[src/design/rxp_map.vh]
// register offsets, field positions and reset values of the receive output port
`ifndef RXP_MAP_VH
`define RXP_MAP_VH

// ----------------------------------------------------------------
// register byte offsets
// ----------------------------------------------------------------
`define RXP_OFF_CTRL      8'h00
`define RXP_OFF_STATE     8'h04
`define RXP_OFF_INT_STAT  8'h08
`define RXP_OFF_INT_MASK  8'h0C

// ----------------------------------------------------------------
// control fields
// ----------------------------------------------------------------
`define RXP_CTRL_SRC_SEL  0
`define RXP_CTRL_RATE_SEL 1
`define RXP_CTRL_BYPASS   2
`define RXP_CTRL_REF_HALF 3
`define RXP_CTRL_W        4
`define RXP_CTRL_RST      4'h0

// ----------------------------------------------------------------
// interrupt fields
// ----------------------------------------------------------------
`define RXP_INT_UPD       0
`define RXP_INT_COMMA     1
`define RXP_INT_OVR       2
`define RXP_INT_W         3
`define RXP_INT_RST       3'h0

// ----------------------------------------------------------------
// status table and state register layout
// ----------------------------------------------------------------
`define RXP_STAT_TABLE    24'hFAC688
`define RXP_ST_CHAR_LSB   0
`define RXP_ST_STAT_LSB   8
`define RXP_ST_IFCLK      11
`define RXP_ST_PENDING    12
`define RXP_ST_REF        13
`define RXP_ST_REC        14

`endif

[src/design/rxp_sync2.v]
// two-flop synchroniser for asynchronous pin levels
`timescale 1ns/1ns
`default_nettype none

module rxp_sync2 #(
  parameter W = 1
) (
  // clock and reset
  input  wire         pclk,
  input  wire         presetn,
  // level in and out
  input  wire [W-1:0] d_in,
  output wire [W-1:0] q_out
);

  reg [W-1:0] meta_r;
  reg [W-1:0] sync_r;

  always @(posedge pclk or negedge presetn) begin
    if (!presetn) begin
      meta_r <= {W{1'b0}};
      sync_r <= {W{1'b0}};
    end else begin
      meta_r <= d_in;
      sync_r <= meta_r;
    end
  end

  assign q_out = sync_r;

endmodule // rxp_sync2

`default_nettype wire

[src/design/rxp_top.v]
// receive parallel output port: characters, status and interface clock
// Functional notes
// - character and status outputs change only on interface clock update edges.
// - a written control bit picks recovered or reference clock as source.
// - full rate: true and complement clocks at character rate, data on rise.
// - half rate: data changes on both clock edges; host captures on both.
// - decoder bypassed: two low undecoded character bits on status lines 1:0.
// - decoder bypassed: status line 2 high while presented character is comma.
// - decoder enabled: all three status lines report character status.
// - interface clock runs continuously at half or full character rate.
// - reference source: clock is delayed copy or divided form of reference.
// - full-rate reference, or recovered source: rate follows rate select.
// - half-rate reference selected: clock follows reference, rate select ignored.
// - reset asynchronously forces all state and control latches to initial values.
// - reset leaves the boundary scan controller alone; none lives here.
// - half-rate reference: outputs presented on both reference edges.
// - source select zero picks the recovered clock.
`timescale 1ns/1ns
`default_nettype none
`include "rxp_map.vh"

module rxp_top #(
  parameter [23:0] STAT_TABLE = `RXP_STAT_TABLE
) (
  // apb slave
  input  wire        pclk,
  input  wire        presetn,
  input  wire        psel,
  input  wire        penable,
  input  wire        pwrite,
  input  wire [7:0]  paddr,
  input  wire [31:0] pwdata,
  output wire        pready,
  output reg  [31:0] prdata,
  output reg         pslverr,
  // clock pins
  input  wire        rec_clk_pin,
  input  wire        ref_clock_in,
  // characters from the decoder side, pclk domain
  input  wire        char_valid,
  input  wire [7:0]  dec_char,
  input  wire [2:0]  dec_status_kind,
  input  wire [9:0]  raw_char,
  input  wire        raw_comma,
  // parallel output port
  output reg  [7:0]  recv_char_out,
  output reg  [2:0]  recv_status_out,
  output reg         recv_iface_clk,
  output reg         recv_iface_clk_n,
  // interrupt
  output wire        irq
);

  // ----------------------------------------------------------------
  // declarations
  // ----------------------------------------------------------------
  // register state
  reg  [`RXP_CTRL_W-1:0] ctrl_r;
  reg  [`RXP_INT_W-1:0]  int_stat_r;
  reg  [`RXP_INT_W-1:0]  int_mask_r;
  reg  [7:0]             stage_char_r;
  reg  [2:0]             stage_stat_r;
  reg                    stage_full_r;
  reg                    src_d_r;

  // combinational next values
  reg  [`RXP_INT_W-1:0]  int_stat_nxt;
  reg                    clk_nxt;
  reg  [31:0]            rdata_nxt;
  reg                    addr_ok;

  // synchronised pins and mode decode
  wire [1:0]             pins_s;
  wire                   rec_s;
  wire                   ref_s;
  wire                   src_sel;
  wire                   rate_half;
  wire                   bypass;
  wire                   ref_half;
  wire                   ref_follow;
  wire                   full_rate;
  wire                   mode_copy;
  wire                   mode_toggle;

  // source edges
  wire                   src_s;
  wire                   src_rise;
  wire                   src_fall;
  wire                   upd;

  // capture path
  wire [2:0]             stat_entry [0:7];
  wire [2:0]             dec_stat;
  wire [7:0]             cap_char;
  wire [2:0]             cap_stat;
  wire [`RXP_INT_W-1:0]  int_evt;

  // bus decode
  wire                   setup;
  wire                   wr_en;
  wire                   wr_ctrl;
  wire                   wr_int_stat;
  wire                   wr_int_mask;
  wire [31:0]            state_word;

  // ----------------------------------------------------------------
  // clock pin synchronisation
  // ----------------------------------------------------------------
  rxp_sync2 #(
    .W       (2)
  ) u_pin_sync (
    .pclk    (pclk),
    .presetn (presetn),
    .d_in    ({rec_clk_pin, ref_clock_in}),
    .q_out   (pins_s)
  );

  assign rec_s = pins_s[1];
  assign ref_s = pins_s[0];

  // ----------------------------------------------------------------
  // control decode
  // ----------------------------------------------------------------
  assign src_sel   = ctrl_r[`RXP_CTRL_SRC_SEL];
  assign rate_half = ctrl_r[`RXP_CTRL_RATE_SEL];
  assign bypass    = ctrl_r[`RXP_CTRL_BYPASS];
  assign ref_half  = ctrl_r[`RXP_CTRL_REF_HALF];

  // zero selects the recovered clock
  assign src_s = src_sel ? ref_s : rec_s;

  // half-rate reference as source: follow it, ignore rate select
  assign ref_follow = ref_half & src_sel;

  // otherwise rate select decides
  assign full_rate = ~rate_half;

  // copy the source, or toggle once per source rise
  assign mode_copy   = ref_follow | full_rate;
  assign mode_toggle = ~mode_copy;

  // ----------------------------------------------------------------
  // source edge detection
  // ----------------------------------------------------------------
  always @(posedge pclk or negedge presetn) begin
    if (!presetn) begin
      src_d_r <= 1'b0;
    end else begin
      src_d_r <= src_s;
    end
  end

  assign src_rise = src_s & ~src_d_r;
  assign src_fall = ~src_s & src_d_r;

  // update on both reference edges when following a half-rate reference
  assign upd = ref_follow ? (src_rise | src_fall) : src_rise;

  // ----------------------------------------------------------------
  // interface clock generation
  // ----------------------------------------------------------------
  always @* begin
    if (mode_copy) begin
      clk_nxt = src_s;
    end else if (mode_toggle && src_rise) begin
      clk_nxt = ~recv_iface_clk;
    end else begin
      clk_nxt = recv_iface_clk;
    end
  end

  // runs continuously from the source clock regardless of data activity
  always @(posedge pclk or negedge presetn) begin
    if (!presetn) begin
      recv_iface_clk   <= 1'b0;
      recv_iface_clk_n <= 1'b1;
    end else begin
      recv_iface_clk   <= clk_nxt;
      recv_iface_clk_n <= ~clk_nxt;
    end
  end

  // ----------------------------------------------------------------
  // character capture and status formatting
  // ----------------------------------------------------------------
  // one table entry per decoded status kind
  genvar gi;
  generate
    for (gi = 0; gi < 8; gi = gi + 1) begin : g_stat
      assign stat_entry[gi] = STAT_TABLE[gi*3 +: 3];
    end
  endgenerate

  assign dec_stat = stat_entry[dec_status_kind];

  assign cap_char = bypass ? raw_char[9:2] : dec_char;

  // bypass: comma flag and low raw bits; else decoded status
  assign cap_stat = bypass ? {raw_comma, raw_char[1:0]} : dec_stat;

  always @(posedge pclk or negedge presetn) begin
    if (!presetn) begin
      stage_char_r <= 8'h00;
      stage_stat_r <= 3'h0;
    end else if (char_valid) begin
      stage_char_r <= cap_char;
      stage_stat_r <= cap_stat;
    end
  end

  // a new character keeps the stage full even on an update edge
  always @(posedge pclk or negedge presetn) begin
    if (!presetn) begin
      stage_full_r <= 1'b0;
    end else if (char_valid) begin
      stage_full_r <= 1'b1;
    end else if (upd) begin
      stage_full_r <= 1'b0;
    end
  end

  // ----------------------------------------------------------------
  // output register
  // ----------------------------------------------------------------
  always @(posedge pclk or negedge presetn) begin
    if (!presetn) begin
      recv_char_out   <= 8'h00;
      recv_status_out <= 3'h0;
    end else if (upd && stage_full_r) begin
      recv_char_out   <= stage_char_r;
      recv_status_out <= stage_stat_r;
    end
  end

  // ----------------------------------------------------------------
  // interrupt events
  // ----------------------------------------------------------------
  assign int_evt[`RXP_INT_UPD]   = upd & stage_full_r;
  assign int_evt[`RXP_INT_COMMA] = upd & stage_full_r & bypass & stage_stat_r[2];
  assign int_evt[`RXP_INT_OVR]   = char_valid & stage_full_r & ~upd;

  // write one clears, a new event in the same cycle wins
  always @* begin
    int_stat_nxt = int_stat_r;
    if (wr_int_stat) begin
      int_stat_nxt = int_stat_r & ~pwdata[`RXP_INT_W-1:0];
    end
    int_stat_nxt = int_stat_nxt | int_evt;
  end

  always @(posedge pclk or negedge presetn) begin
    if (!presetn) begin
      int_stat_r <= `RXP_INT_RST;
    end else begin
      int_stat_r <= int_stat_nxt;
    end
  end

  assign irq = |(int_stat_r & int_mask_r);

  // ----------------------------------------------------------------
  // apb decode
  // ----------------------------------------------------------------
  always @* begin
    case (paddr)
      `RXP_OFF_CTRL:     addr_ok = 1'b1;
      `RXP_OFF_STATE:    addr_ok = 1'b1;
      `RXP_OFF_INT_STAT: addr_ok = 1'b1;
      `RXP_OFF_INT_MASK: addr_ok = 1'b1;
      default:           addr_ok = 1'b0;
    endcase
  end

  assign setup       = psel & ~penable;
  assign wr_en       = psel & penable & pwrite & addr_ok;
  assign wr_ctrl     = wr_en & (paddr == `RXP_OFF_CTRL);
  assign wr_int_stat = wr_en & (paddr == `RXP_OFF_INT_STAT);
  assign wr_int_mask = wr_en & (paddr == `RXP_OFF_INT_MASK);

  // ----------------------------------------------------------------
  // apb register writes
  // ----------------------------------------------------------------
  // reset touches only this port's latches
  always @(posedge pclk or negedge presetn) begin
    if (!presetn) begin
      ctrl_r     <= `RXP_CTRL_RST;
      int_mask_r <= `RXP_INT_RST;
    end else begin
      if (wr_ctrl) begin
        ctrl_r <= pwdata[`RXP_CTRL_W-1:0];
      end
      if (wr_int_mask) begin
        int_mask_r <= pwdata[`RXP_INT_W-1:0];
      end
    end
  end

  // ----------------------------------------------------------------
  // apb read path
  // ----------------------------------------------------------------
  // state word fields
  assign state_word[`RXP_ST_CHAR_LSB +: 8] = recv_char_out;
  assign state_word[`RXP_ST_STAT_LSB +: 3] = recv_status_out;
  assign state_word[`RXP_ST_IFCLK]         = recv_iface_clk;
  assign state_word[`RXP_ST_PENDING]       = stage_full_r;
  assign state_word[`RXP_ST_REF]           = ref_s;
  assign state_word[`RXP_ST_REC]           = rec_s;
  assign state_word[31:`RXP_ST_REC+1]      = 17'h00000;

  always @* begin
    case (paddr)
      `RXP_OFF_CTRL:     rdata_nxt = {28'h0000000, ctrl_r};
      `RXP_OFF_STATE:    rdata_nxt = state_word;
      `RXP_OFF_INT_STAT: rdata_nxt = {29'h0, int_stat_r};
      `RXP_OFF_INT_MASK: rdata_nxt = {29'h0, int_mask_r};
      default:           rdata_nxt = 32'h00000000;
    endcase
  end

  // read data captured in setup, steady through access
  always @(posedge pclk or negedge presetn) begin
    if (!presetn) begin
      prdata <= 32'h00000000;
    end else if (setup) begin
      prdata <= pwrite ? 32'h00000000 : rdata_nxt;
    end
  end

  // unmapped offsets answer with an error in the access phase
  always @(posedge pclk or negedge presetn) begin
    if (!presetn) begin
      pslverr <= 1'b0;
    end else if (setup) begin
      pslverr <= ~addr_ok;
    end
  end

  assign pready = 1'b1;

endmodule // rxp_top

`default_nettype wire

[config.mk]
export PLATFORM = sky130hd
export DESIGN_NAME = rxp_top
export DESIGN_NICKNAME = d
export VERILOG_FILES = /design/src/design/rxp_sync2.v /design/src/design/rxp_top.v
export VERILOG_INCLUDE_DIRS = /design/src /design/src/design
export SDC_FILE = /design/constraint.sdc
export NUM_CORES = 1
export LEC_CHECK = 0
export ABC_CLOCK_PERIOD_IN_PS = 3800
export BUFFER_PORTS_ARGS = -buffer_cell sky130_fd_sc_hd__buf_2
export CORE_UTILIZATION = 52
export CTS_BUF_LIST = sky130_fd_sc_hd__clkbuf_8
export DETAILED_ROUTE_END_ITERATION = 8
export PLACE_DENSITY = 0.88
export SKIP_LAST_GASP = 1
export SYNTH_ARGS = -nofsm -noshare
export SYNTH_HDL_FRONTEND = slang
export SYNTH_SLANG_ARGS = --single-unit
[constraint.sdc]
create_clock -name pclk -period 3.8 [get_ports pclk]
set_input_delay 0 -clock pclk [delete_from_list [all_inputs] [get_ports pclk]]
set_output_delay 0 -clock pclk [all_outputs]
set_load 0.03 [all_outputs]
# Word-level counts from Yosys, hierarchy flattened
# Memory sizes are Yosys's and may differ from the RTL's.
# Index checks and enable logic that the tools add are counted.
dict set report totals {
  mem_count 1
  in_bits 70
  register_bits 73
  mem_bits_ro 24
}
dict set report op_classes {
  n_reduce_logical 6
  bitwise 31
  n_eq_ne 3
  n_mux 14
  magnitude_cmp 1
}
# memory words word_bits read_ports rd_ports_with_merged_regs write_ports line
set mem_list {}
lappend mem_list {{(no name shown)} 8 3 1 0 0 rxp_top.v:194} ;# assign dec_stat = stat_entry[dec_status_kind];
# op count
set ops {}
lappend ops {{one-hot mux 15 bit (4 select lines)} 1}
lappend ops {{equality test 8 x 4 -> 1 bit, second input constant} 2}
lappend ops {{bitwise AND 1 bit} 15}
lappend ops {{2-to-1 mux 15 bit} 1}
lappend ops {{2-to-1 mux 3 bit} 4}
lappend ops {{NOT 1 bit} 9}
lappend ops {{equality test 8 x 3 -> 1 bit, second input constant} 1}
lappend ops {{zero test 8 bit} 1}
lappend ops {{2-to-1 mux 8 bit} 1}
lappend ops {{2-to-1 mux 1 bit} 7}
lappend ops {{bitwise AND 3 bit} 2}
lappend ops {{greater-or-equal comparator 4 bit, second input constant} 1}
lappend ops {{NOT 3 -> 4 bit} 1}
lappend ops {{OR reduction 4 bit} 1}
lappend ops {{NOT 3 bit} 1}
lappend ops {{bitwise OR 3 bit} 1}
lappend ops {{OR reduction 3 bit} 1}
lappend ops {{logical AND 1 bit} 2}
lappend ops {{bitwise OR 1 bit} 2}
lappend ops {{nonzero test 2 bit} 1}

# Depth between registers and ports, before layout
# Gate-level depths: netlist of the first run.
dict set report depth {
  word_depth 9
  depth_mapped 6
  depth_no_buf 5
}

# Cells and area by module
# Synthesis of the first run repeated with hierarchy kept, for this count alone.
dict set report unflattened {
  hier_cells 196
  hier_area_um2 2556.2
}
# mod area_per_inst_um2 cells_each n_inst
set modules_own_cells {}
lappend modules_own_cells {rxp_top 2456.1 192 1}
lappend modules_own_cells {rxp_sync2 100.1 4 1}

# Least setup slack after synthesis of the first run
# No wires, ideal clock.
dict set report synth_path {
  path_type {register -> register}
  startpoint {register ctrl_r[0]}
  endpoint {register recv_char_out[0]}
  t_required_ps 3675
  setup_slack_ps 1841
  arrival_time_ps 1834
  setup_ps 125
  period_less_slack_ps 1959
  path_stages_with_launch 7
  path_cell_list {dfrtp_1 > mux2_2 > ha_1 > nand3_1 > o211a_1 > buf_2 > mux2_2}
}
dict set report synth_via {
  elab_chain_cells 6
}
# element line
set synth_rtl {}
lappend synth_rtl {{from (decl)} rxp_top.v:58} ;# reg [`RXP_CTRL_W-1:0] ctrl_r;
lappend synth_rtl {{from (signal assigned)} rxp_top.v:286} ;# ctrl_r <= `RXP_CTRL_RST;
lappend synth_rtl {{from (signal assigned)} rxp_top.v:290} ;# ctrl_r <= pwdata[`RXP_CTRL_W-1:0];
lappend synth_rtl {{2-to-1 mux 1 bit *} rxp_top.v:130} ;# assign src_s = src_sel ? ref_s : rec_s;
lappend synth_rtl {{named net src_s} rxp_top.v:86} ;# wire src_s;
lappend synth_rtl {{NOT 1 bit} rxp_top.v:154} ;# assign src_fall = ~src_s & src_d_r;
lappend synth_rtl {{bitwise AND 1 bit} rxp_top.v:154}
lappend synth_rtl {{bitwise OR 1 bit} rxp_top.v:157} ;# assign upd = ref_follow ? (src_rise | src_fall) : src_rise;
lappend synth_rtl {{2-to-1 mux 1 bit *} rxp_top.v:157}
lappend synth_rtl {{logical AND 1 bit *} rxp_top.v:229} ;# end else if (upd && stage_full_r) begin
lappend synth_rtl {{to (signal assigned)} rxp_top.v:230} ;# recv_char_out <= stage_char_r;
lappend synth_rtl {{to (decl)} rxp_top.v:46} ;# output reg [7:0] recv_char_out,
# The timed path passes the listed nets; every way through them passes the cells marked *.
# A chain may end at the register's enable or synchronous reset.

# Final worst setup path of the first run
dict set report layout_path {
  startpoint {register ctrl_r[0]}
  endpoint {register recv_char_out[6]}
}
# Same word-level chain as after synthesis.

==> results of run 1 <==
-- cells by family after synthesis --
group                    share of synthesized area [%]
AND/OR/NAND/NOR                                   8.35
AO/OA/AOI/OAI                                     10.4
buffers and inverters                             7.46
XOR/XNOR                                         0.348
flip-flops                                        55.7
adder cells (fa/ha/maj)                          0.497
multiplexers                                      16.9
other                                            0.298
-- critical path, delay by kind of cell (launching register included) --
| kind | cells | cell delay [ns] |
|---|---|---|
| simple gates | 1 | 0.10 |
| compound gates | 1 | 0.48 |
| flops | 1 | 0.45 |
| mux | 2 | 0.80 |
| fa+ha+maj | 1 | 0.27 |
-- what timing repair did --
| action | 4_1_cts | 5_1_grt |
|---|---|---|
| resized for setup | 0 | 0 |
| hold endpoints to repair | 71 | 0 |
| hold buffers | 18 | 0 |
-- worst paths after layout --
check | end | slack [ns] | depth (start not counted) | startpoint
min in group asynchronous | stage_char_r[0] | 0.35 | 3 | presetn
max in group asynchronous | prdata[7] | 3.00 | 3 | presetn
hold reg to reg | u_pin_sync.q_out[1] | 0.36 | 0 | u_pin_sync.meta_r[1]
setup / recovery | recv_char_out[6] | 1.60 | 5 | ctrl_r[0]
setup reg to reg | recv_char_out[6] | 1.60 | 5 | ctrl_r[0]
hold / removal | stage_char_r[4] | 0.01 | 3 | dec_char[4]
-- area by class of cell --
cell class	instances	share of cell area, %
timing repair buffer	90	17.5
multi-input combinational	125	31.8
clock buffer	5	2.22
tap	52	2.10
clock inverter	3	0.767
inverter	3	0.363
sequential	56	45.2
-- metal layers --
layer | vias up | part of all wire [%]
met5 | - | 0
met4 | 0 | 0.87
met3 | 4 | 4.9
met2 | 71 | 49
met1 | 868 | 45
li1 | 845 | -
-- power by group --
group / internal, mW / leakage [nW] / total, mW / switching (mW)
Combinational: 0.0916 / 0.799 / 0.242 / 0.151
Sequential: 0.640 / 0.687 / 0.675 / 0.0346
Clock: 0.131 / 0.0404 / 0.321 / 0.190
Total: 0.863 / 1.53 / 1.24 / 0.376
-- flip-flops by register name, summed over array words and instances (netlist names) --
| register | flops |
|---|---|
| ctrl_r | 4 |
| int_mask_r | 3 |
| int_stat_r | 3 |
| prdata | 15 |
| pslverr | 1 |
| recv_char_out | 8 |
| recv_iface_clk | 1 |
| recv_iface_clk_n | 1 |
| recv_status_out | 3 |
| src_d_r | 1 |
| stage_char_r | 8 |
| stage_full_r | 1 |
| stage_stat_r | 3 |
| u_pin_sync.meta_r | 2 |
| u_pin_sync.q_out | 2 |
-- layout by cell type (no fill, tap or decap), drive strengths merged --
| cell | instances |
|---|---|
| a41oi | 1 |
| and4bb | 1 |
| o211a | 1 |
| nor4 | 1 |
| dlygate4sd3 | 18 |
| o21ai | 2 |
| mux4 | 3 |
| inv | 3 |
| ha | 1 |
| a22o | 14 |
| nor4bb | 1 |
| nor2 | 13 |
| clkbuf | 5 |
| mux2i | 12 |
| mux2 | 21 |
| buf | 72 |
| dfstp | 1 |
| and4 | 1 |
| and3 | 2 |
| xor2 | 1 |
| nand2b | 2 |
| a32o | 1 |
| clkinv | 1 |
| nand4 | 3 |
| nor3 | 1 |
| a31o | 1 |
| nand3 | 1 |
| conb | 18 |
| dfrtp | 55 |
| and3b | 3 |
| a21o | 3 |
| nand4b | 2 |
| nand2 | 1 |
| and2 | 1 |
| a21oi | 12 |
| a222oi | 1 |
| clkinvlp | 2 |
-- per-stage QoR --
stage          instance area [µm²]  hold WS (ns)
3_3_place_gp                  2830         0.111
5_1_grt                       3100        0.0122
6_report                      3100        0.0128
4_1_cts                       3100       0.00662
2_1_floorplan                 2580        -0.296
3_5_place_dp                  2830         0.110
==> impl_metrics.json, run 1 <==
{
  "status": "finished clean",
  "setup_viol": 0,
  "grt.met2_usage_pct": 32.0,
  "tns_ns": 0,
  "regArea_um2": 1400,
  "maxSlewViolCount": 0,
  "numCtsBuffers": 5,
  "clock_latency_ns": 0.30,
  "routed_wl_um": 4840,
  "cp-end-kind": "flop",
  "period_needed_ns": 2.20,
  "synth_commonest_cells": "55 x dfrtp_1, 21 x mux2_2, 19 x buf_4, 14 x a22o_1, 13 x nor2_1",
  "crit_top_cell": "mux2_2",
  "die_w_um": 71.6,
  "max_stage_delay_ns": 0.48,
  "globalRouteMet3Util_pct": 5.63,
  "powerDensity_nw_per_um2": 399,
  "slew_headroom_pct": 52.8,
  "arrival_ns": 2.39,
  "io_buffers": 71,
  "post_drt_wl_per_cell_um": 14.5,
  "syn_inst": 195,
  "timing_hold_violations_final": 0,
  "die-area_um2": 5120,
  "firstDrtPassIters": 4,
  "route.detailed.vias_per_inst": 5.35,
  "path_max_fanout": 13,
  "drv_cap": 0,
  "synth_edf_count": 0,
  "drt_iter0_markers": 90,
  "finalNetCount": 352,
  "grt_usage_pct": 20.4,
  "fin_worst_skew_ns": 0.00586,
  "vias": 1788,
  "min-delay-path-class": "in -> reg",
  "avgSynthCellArea_um2": 12.9,
  "core_um2": 4500,
  "synth.distinct_cells": 37,
  "diodes": 0,
  "post-route-util_pct": 68.8,
  "busiest_layer": "met2",
  "antenna_found_initial": 0,
  "yosysWarnings": 0,
  "io_pins": 118,
  "synth_area_um2": 2520,
  "power.total_mw": 1.24,
  "final_antenna_net_count": 0,
  "overflow": 0,
  "h-tree-depth": 2,
  "ys.flop_type": "dfrtp_1",
  "cts_setup_buffers": 0,
  "cts_buffer_depth": 2,
  "worstPathRequired_ns": 3.99,
  "critPathKind": "reg -> reg",
  "yosysTopAreaCell": "dfrtp_1",
  "peakVddDrop_uv": 297,
  "start_kind": "flop",
  "yosysMostFrequentCell": "dfrtp_1",
  "hpwlAfterDp_um": 3300,
  "multi_input_area_um2": 986,
  "pre_cts_ws_ns": 1.60,
  "critPathSlowestCell": "o211a_1",
  "grt_pass1_wl_um": 7890,
  "async_flop_share_pct": 100,
  "cts_sinks": 56,
  "dpl.cell_count": 308,
  "synth_top_area_share_pct": 54.7,
  "placementRows": 24,
  "rsz0062_at_grt": "no",
  "cts_tree": "built",
  "cts_root_buf": "clkbuf_8",
  "drive_above_1_share_pct": 38.7,
  "layoutNonFillerInstCount": 334,
  "initial_core_util_pct": 55.9,
  "min_period_over_period_pct": 57.9,
  "clkSlewWorstSetupHoldPaths_ns": 0.10,
  "grt_pass1_vias": 1682,
  "yosysSeqAreaShare_pct": 55.7,
  "met1_usage_pct": 27.6,
  "fmax_mhz": 454,
  "place.gp.congestion": 0.833,
  "setup_slack_ns": 1.60,
  "drc_errors": 0,
  "grt_start_max_net_pins": 57,
  "p_leak_nw": 1.53,
  "path_cells": "mux2_2 > ha_1 > nand3_1 > o211a_1 > mux2_2",
  "area.growth.synth_to_final_pct": 23.2,
  "fillCellCount": 339,
  "die_y_um": 71.6,
  "synth_seq_cells": 56,
  "synthTopCellsByArea": "dfrtp_1 55%, mux2_2 9.4%, buf_4 5.7%",
  "tightest_slew_ns": 0.708
}
Note: power is estimated with default switching activity, not from simulation.
==> run 2: changes to the inputs <==
--- a/config.mk
+++ b/config.mk
@@ -6,12 +6,12 @@
 export SDC_FILE = /design/constraint.sdc
 export NUM_CORES = 1
 export LEC_CHECK = 0
-export ABC_CLOCK_PERIOD_IN_PS = 3800
+export ABC_CLOCK_PERIOD_IN_PS = 1900
 export BUFFER_PORTS_ARGS = -buffer_cell sky130_fd_sc_hd__buf_2
-export CORE_UTILIZATION = 52
+export CORE_UTILIZATION = 43
 export CTS_BUF_LIST = sky130_fd_sc_hd__clkbuf_8
 export DETAILED_ROUTE_END_ITERATION = 8
-export PLACE_DENSITY = 0.88
+export PLACE_DENSITY = 0.78
 export SKIP_LAST_GASP = 1
 export SYNTH_ARGS = -nofsm -noshare
 export SYNTH_HDL_FRONTEND = slang
==> constraint.sdc (replaced) <==
create_clock -name pclk -period 1.9 [get_ports pclk]
set_input_delay 0 -clock pclk [delete_from_list [all_inputs] [get_ports pclk]]
set_output_delay 0 -clock pclk [all_outputs]
set_load 0.03 [all_outputs]
==> run 2 against run 1 <==
Against the previous run: register-to-register slack lost 1.5 ns; clock skew is 0.0036 ns higher; count of clock-buffer cells in the layout did not move; global-route usage is 2.2 points lower; clock power increased to 2.9 times the previous value; design area rose by 6.0%.
==> impl_metrics.json, run 2 (same netlist as run 1, synthesis figures left out) <==
{
  "antenna_found_initial": 0,
  "fin_worst_skew_ns": 0.00946,
  "vias": 1861,
  "max_stage_delay_ns": 0.38,
  "reg_top3": "prdata (15), recv_char_out (8), stage_char_r (8)",
  "period_needed_ns": 1.84,
  "grt_usage_pct": 18.2,
  "critPathKind": "reg -> reg",
  "final_antenna_net_count": 0,
  "post_drt_wl_per_cell_um": 14.7,
  "cts_root_buf": "clkbuf_8",
  "maxSlewViolCount": 0,
  "die_w_um": 78.5,
  "arrival_ns": 2.04,
  "path_cells": "mux2_2 > ha_1 > nand3_2 > o211a_4 > mux2_2",
  "place.gp.congestion": 0.818,
  "die_y_um": 78.5,
  "h-tree-depth": 2,
  "hpwlAfterDp_um": 3810,
  "min-delay-path-class": "in -> reg",
  "drt_iter0_markers": 126,
  "largest_reg_flops": 15,
  "routed_wl_um": 5350,
  "critPathTopFamily": "multiplexers",
  "clkSlewWorstSetupHoldPaths_ns": 0.10,
  "top_register": "prdata",
  "crit_top_cell": "mux2_2",
  "firstDrtPassIters": 4,
  "setup_viol": 0,
  "cts_sinks": 56,
  "overflow": 0,
  "route.detailed.vias_per_inst": 5.10,
  "io_buffers": 71,
  "setup_slack_ns": 0.0593,
  "area.growth.synth_to_final_pct": 30.6,
  "status": "finished clean",
  "cts_buffer_depth": 2,
  "slew_headroom_pct": 52.8,
  "fmax_mhz": 543,
  "cp-end-kind": "flop",
  "post-route-util_pct": 58.9,
  "power.total_mw": 2.78,
  "placementRows": 27,
  "cts_setup_buffers": 0,
  "tightest_slew_ns": 0.707,
  "cts_tree": "built",
  "grt_pass1_vias": 1797,
  "worst-path-buf-inv": 0,
  "peakVddDrop_uv": 455,
  "drive_above_1_share_pct": 40.3,
  "final_cell_mix": "71 x buf_2, 55 x dfrtp_1, 22 x dlygate4sd3_1",
  "grt_start_max_net_pins": 35,
  "layout_commonest_cell": "buf_2",
  "pre_cts_ws_ns": -0.171,
  "drc_errors": 0,
  "initial_core_util_pct": 45.1,
  "start_kind": "flop",
  "drv_cap": 0,
  "diodes": 0,
  "p_leak_nw": 1.60,
  "numCtsBuffers": 5,
  "powerDensity_nw_per_um2": 846,
  "io_pins": 118,
  "grt_pass1_wl_um": 8500,
  "clock_latency_ns": 0.31,
  "critPathSlowestCell": "mux2_2",
  "worstPathRequired_ns": 2.10,
  "finalNetCount": 363,
  "timing_hold_violations_final": 0,
  "core_um2": 5570,
  "die-area_um2": 6160,
  "min_period_over_period_pct": 96.9,
  "path_max_fanout": 6
}
==> run 2: cell types whose count changed in the layout (fill, tap and decap cells not counted), moves of 2 or more <==
cell / change
dlygate4sd3_1: +4
bufinv_16: +2
buf_4: +6
o211a_4: +2
clkinvlp_4: -2
==> run 2: layout make-up <==
| class | count | area (µm²) |
|---|---|---|
| Timing Repair Buffer | 100 | 628 |
| Sequential cell | 56 | 1400 |
| Fill cell | 462 | 2290 |
| Inverter | 3 | 11.3 |
| Multi-Input combinational cell | 126 | 1020 |
| Clock inverter | 3 | 68.8 |
| Clock buffer | 5 | 68.8 |
| Tap cell | 72 | 90.1 |
==> run 2: where the power goes <==
part           internal, mW  leakage (nW)  switching, mW
sequential             1.28         0.687         0.0752
combinational         0.199         0.845          0.306
clock                 0.530        0.0687          0.388
total                  2.01          1.60          0.769
==> run 2: worst reg2reg max path: cells and delay by family, from the launching register on <==
kind	cells	cell delay, ns
flops	1	0.37
mux	2	0.73
simple gates	1	0.12
fa+ha+maj	1	0.30
compound gates	1	0.22
==> run 2: path summary, 6_finish.rpt <==
| path | start | endpoint | slack (ns) | cells past startpoint |
|---|---|---|---|---|
| setup / recovery | ctrl_r[0] | recv_status_out[0] | 0.06 | 5 |
| hold / removal | raw_char[7] | stage_char_r[5] | 0.0007 | 3 |
| setup reg to reg | ctrl_r[0] | recv_status_out[0] | 0.06 | 5 |
| hold reg to reg | u_pin_sync.meta_r[0] | u_pin_sync.q_out[0] | 0.36 | 0 |
| max in group asynchronous | presetn | int_mask_r[0] | 0.94 | 3 |
| min in group asynchronous | presetn | stage_stat_r[2] | 0.26 | 2 |
==> run 2: timing repair <==
item | in CTS | in global routing
setup endpoints to repair | 13 | 12
resized for setup | 2 | 2
pin swaps | 0 | 1
cloned | 0 | 1
hold endpoints to repair | 48 | 0
hold buffers | 22 | 0
==> run 2: routing by layer <==
metal / share of wire, % / global-route usage [%] / wire length, µm / vias to the layer above
met2: 52 / 29.6 / 2770 / 80
met1: 41 / 23.1 / 2200 / 897
met5: 0 / 0 / 0 / -
met3: 5.6 / 5.23 / 300 / 13
met4: 1.6 / 6.48 / 84 / 0
li1: - / - / - / 871
==> run 2: per-stage QoR <==
| stage | std cells | hold slack, ns | setup TNS (ns) | instance area [µm²] |
|---|---|---|---|---|
| 2_1_floorplan | 211 | -0.296 | 0 | 2580 |
| 3_3_place_gp | 334 | 0.0845 | -0.989 | 2900 |
| 3_5_place_dp | 334 | 0.0967 | -1.80 | 2900 |
| 4_1_cts | 364 | 0.00140 | 0 | 3260 |
| 5_1_grt | 365 | 0.0126 | -0.00111 | 3290 |
| 6_report | 365 | 0.000725 | 0 | 3290 |
==> run 3: changes to the inputs <==
--- a/config.mk
+++ b/config.mk
@@ -11,7 +11,7 @@
 export CORE_UTILIZATION = 43
 export CTS_BUF_LIST = sky130_fd_sc_hd__clkbuf_8
 export DETAILED_ROUTE_END_ITERATION = 8
-export PLACE_DENSITY = 0.78
+export PLACE_DENSITY = 0.74
 export SKIP_LAST_GASP = 1
 export SYNTH_ARGS = -nofsm -noshare
 export SYNTH_HDL_FRONTEND = slang
==> run 3 against run 2 <==
Against the previous run: power fell by 8.4%; non-clock buffer count rose by 1; count of clock-buffer cells in the layout is the same; global-route usage is 0.42 points higher; clock skew is 0.0026 ns higher; hold slack improved by 0.015 ns.
==> impl_metrics.json, run 3 (same netlist as run 1, synthesis figures left out) <==
{
  "route.detailed.vias_per_inst": 5.05,
  "combPwrFrac_pct": 20.4,
  "min-delay-path-class": "in -> reg",
  "regArea_um2": 1400,
  "critPathKind": "reg -> reg",
  "grt_usage_pct": 18.6,
  "worst_hold_slack_ns": 0.0155,
  "fmax_mhz": 553,
  "final_antenna_net_count": 0,
  "power_frac_clock_pct": 26.6,
  "top_register": "prdata",
  "cts_setup_buffers": 0,
  "fin_worst_skew_ns": 0.0120,
  "timing_hold_violations_final": 0,
  "setup_slack_ns": 0.0921,
  "r2r_cells": 6,
  "grt_start_max_net_pins": 25,
  "whs_path_depth": 3,
  "status": "finished clean",
  "die_w_um": 78.5,
  "antenna_found_initial": 0,
  "overflow": 0,
  "rrSetupSlack_ns": 0.09,
  "final_cell_mix": "71 x buf_2, 55 x dfrtp_1, 22 x dlygate4sd3_1",
  "clock_latency_ns": 0.32,
  "routed_wl_um": 5290,
  "cts_buffer_depth": 2,
  "tns_ns": 0,
  "setup_viol": 0,
  "power.total_mw": 2.55,
  "place_area_um2": 2910,
  "powerDensity_nw_per_um2": 776,
  "cts_sinks": 56,
  "drc_errors": 0,
  "drt_iter0_markers": 72,
  "die_y_um": 78.5,
  "rsz0062_at_grt": "no",
  "worstHoldStart": "dec_char[0]",
  "hpwlAfterDp_um": 3630,
  "post_drt_wl_per_cell_um": 14.5,
  "path_max_fanout": 7,
  "vias": 1843,
  "io_pins": 118,
  "start_kind": "flop",
  "h-tree-depth": 2,
  "diodes": 0,
  "cp-end-kind": "flop",
  "r2r-start": "ctrl_r[0]",
  "p_seq_share_pct": 53.0,
  "worstPathRequired_ns": 2.10,
  "clkSlewWorstSetupHoldPaths_ns": 0.10,
  "period_needed_ns": 1.81,
  "fillCellCount": 482,
  "grt_pass1_vias": 1861,
  "cts_tree": "built",
  "numCtsBuffers": 5,
  "firstDrtPassIters": 4,
  "finalNetCount": 363,
  "pre_cts_ws_ns": 0.0296,
  "power_switching_mw": 0.787,
  "rr_endpoint": "recv_char_out[0]",
  "reg_top3": "prdata (15), recv_char_out (8), stage_char_r (8)",
  "largest_reg_flops": 15,
  "p_int_mw": 1.76,
  "peakVddDrop_uv": 471,
  "area.growth.synth_to_final_pct": 30.4,
  "place.gp.congestion": 0.804,
  "design_area_um2": 3280,
  "core_um2": 5570,
  "p_leak_nw": 1.59,
  "cts_root_buf": "clkbuf_8",
  "maxSlewViolCount": 0,
  "crit_start": "ctrl_r[0]",
  "initial_core_util_pct": 45.1,
  "switching_share_pct": 30.9,
  "grt_pass1_wl_um": 8750,
  "drv_cap": 0,
  "drive_above_1_share_pct": 40.6,
  "layout_commonest_cell": "buf_2",
  "placementRows": 27,
  "multi_input_area_um2": 1010,
  "die-area_um2": 6160,
  "min_period_over_period_pct": 95.2,
  "io_buffers": 71,
  "tightest_slew_ns": 0.526,
  "arrival_ns": 2.01,
  "min_to": "stage_char_r[0]",
  "slew_headroom_pct": 64.9
}
-- run 3: final cells by class --
class,count,share of cell area (%)
Sequential cell,56,42.7
Multi-Input combinational cell,125,30.9
Timing Repair Buffer,101,20.4
Tap cell,72,2.74
Clock buffer,5,2.10
Clock inverter,3,0.801
Inverter,3,0.343
-- run 3: timing repair --
item                                    CTS  global route
gates cloned                              1             0
hold buffers                             22             0
hold endpoints to repair                 38             0
endpoints found under the setup margin    1             9
resized for setup                         4             1
-- run 3: worst max-delay path by stage --
stage,slack [ns],cells past startpoint,to
floorplan,0.009,6,recv_char_out[0]
global placement,0.06,6,recv_char_out[6]
detailed placement,0.03,6,recv_char_out[4]
CTS,0.03,6,recv_char_out[2]
global route,0.05,6,recv_char_out[0]
finish,0.09,6,recv_char_out[0]
-- run 3: per-stage QoR --
stage | utilization, % | cells
2_1_floorplan | - | 211
3_3_place_gp | 52.2 | 334
3_5_place_dp | 52.2 | 334
4_1_cts | 58.7 | 365
5_1_grt | 58.9 | 365
6_report | 58.9 | 365
-- run 3: critical path: stages, from the launching register on --
cell,delay (ns)
dfrtp_1,0.41
mux2_4,0.33
ha_4,0.22
nand3_2,0.08
o211a_4,0.21
buf_12,0.13
mux2_2,0.32
-- run 3: power groups by stage --
| stage | Combinational, mW | Sequential, mW | Clock, mW |
|---|---|---|---|
| finish | 0.520 | 1.35 | 0.676 |
| global placement | 0.463 | 1.37 | 0 |
| floorplan | 0.216 | 1.47 | 0 |
| detailed placement | 0.470 | 1.37 | 0 |
| CTS | 0.517 | 1.35 | 0.690 |
| global route | 0.559 | 1.36 | 0.746 |
-- run 3: per-layer routing --
layer / routed length, µm / track usage (%) / vias to the layer above
li1: - / - / 870
met1: 2330 / 23.6 / 886
met2: 2640 / 32.0 / 82
met3: 280 / 3.72 / 5
met4: 48 / 5.56 / 0
met5: 0 / 0 / -
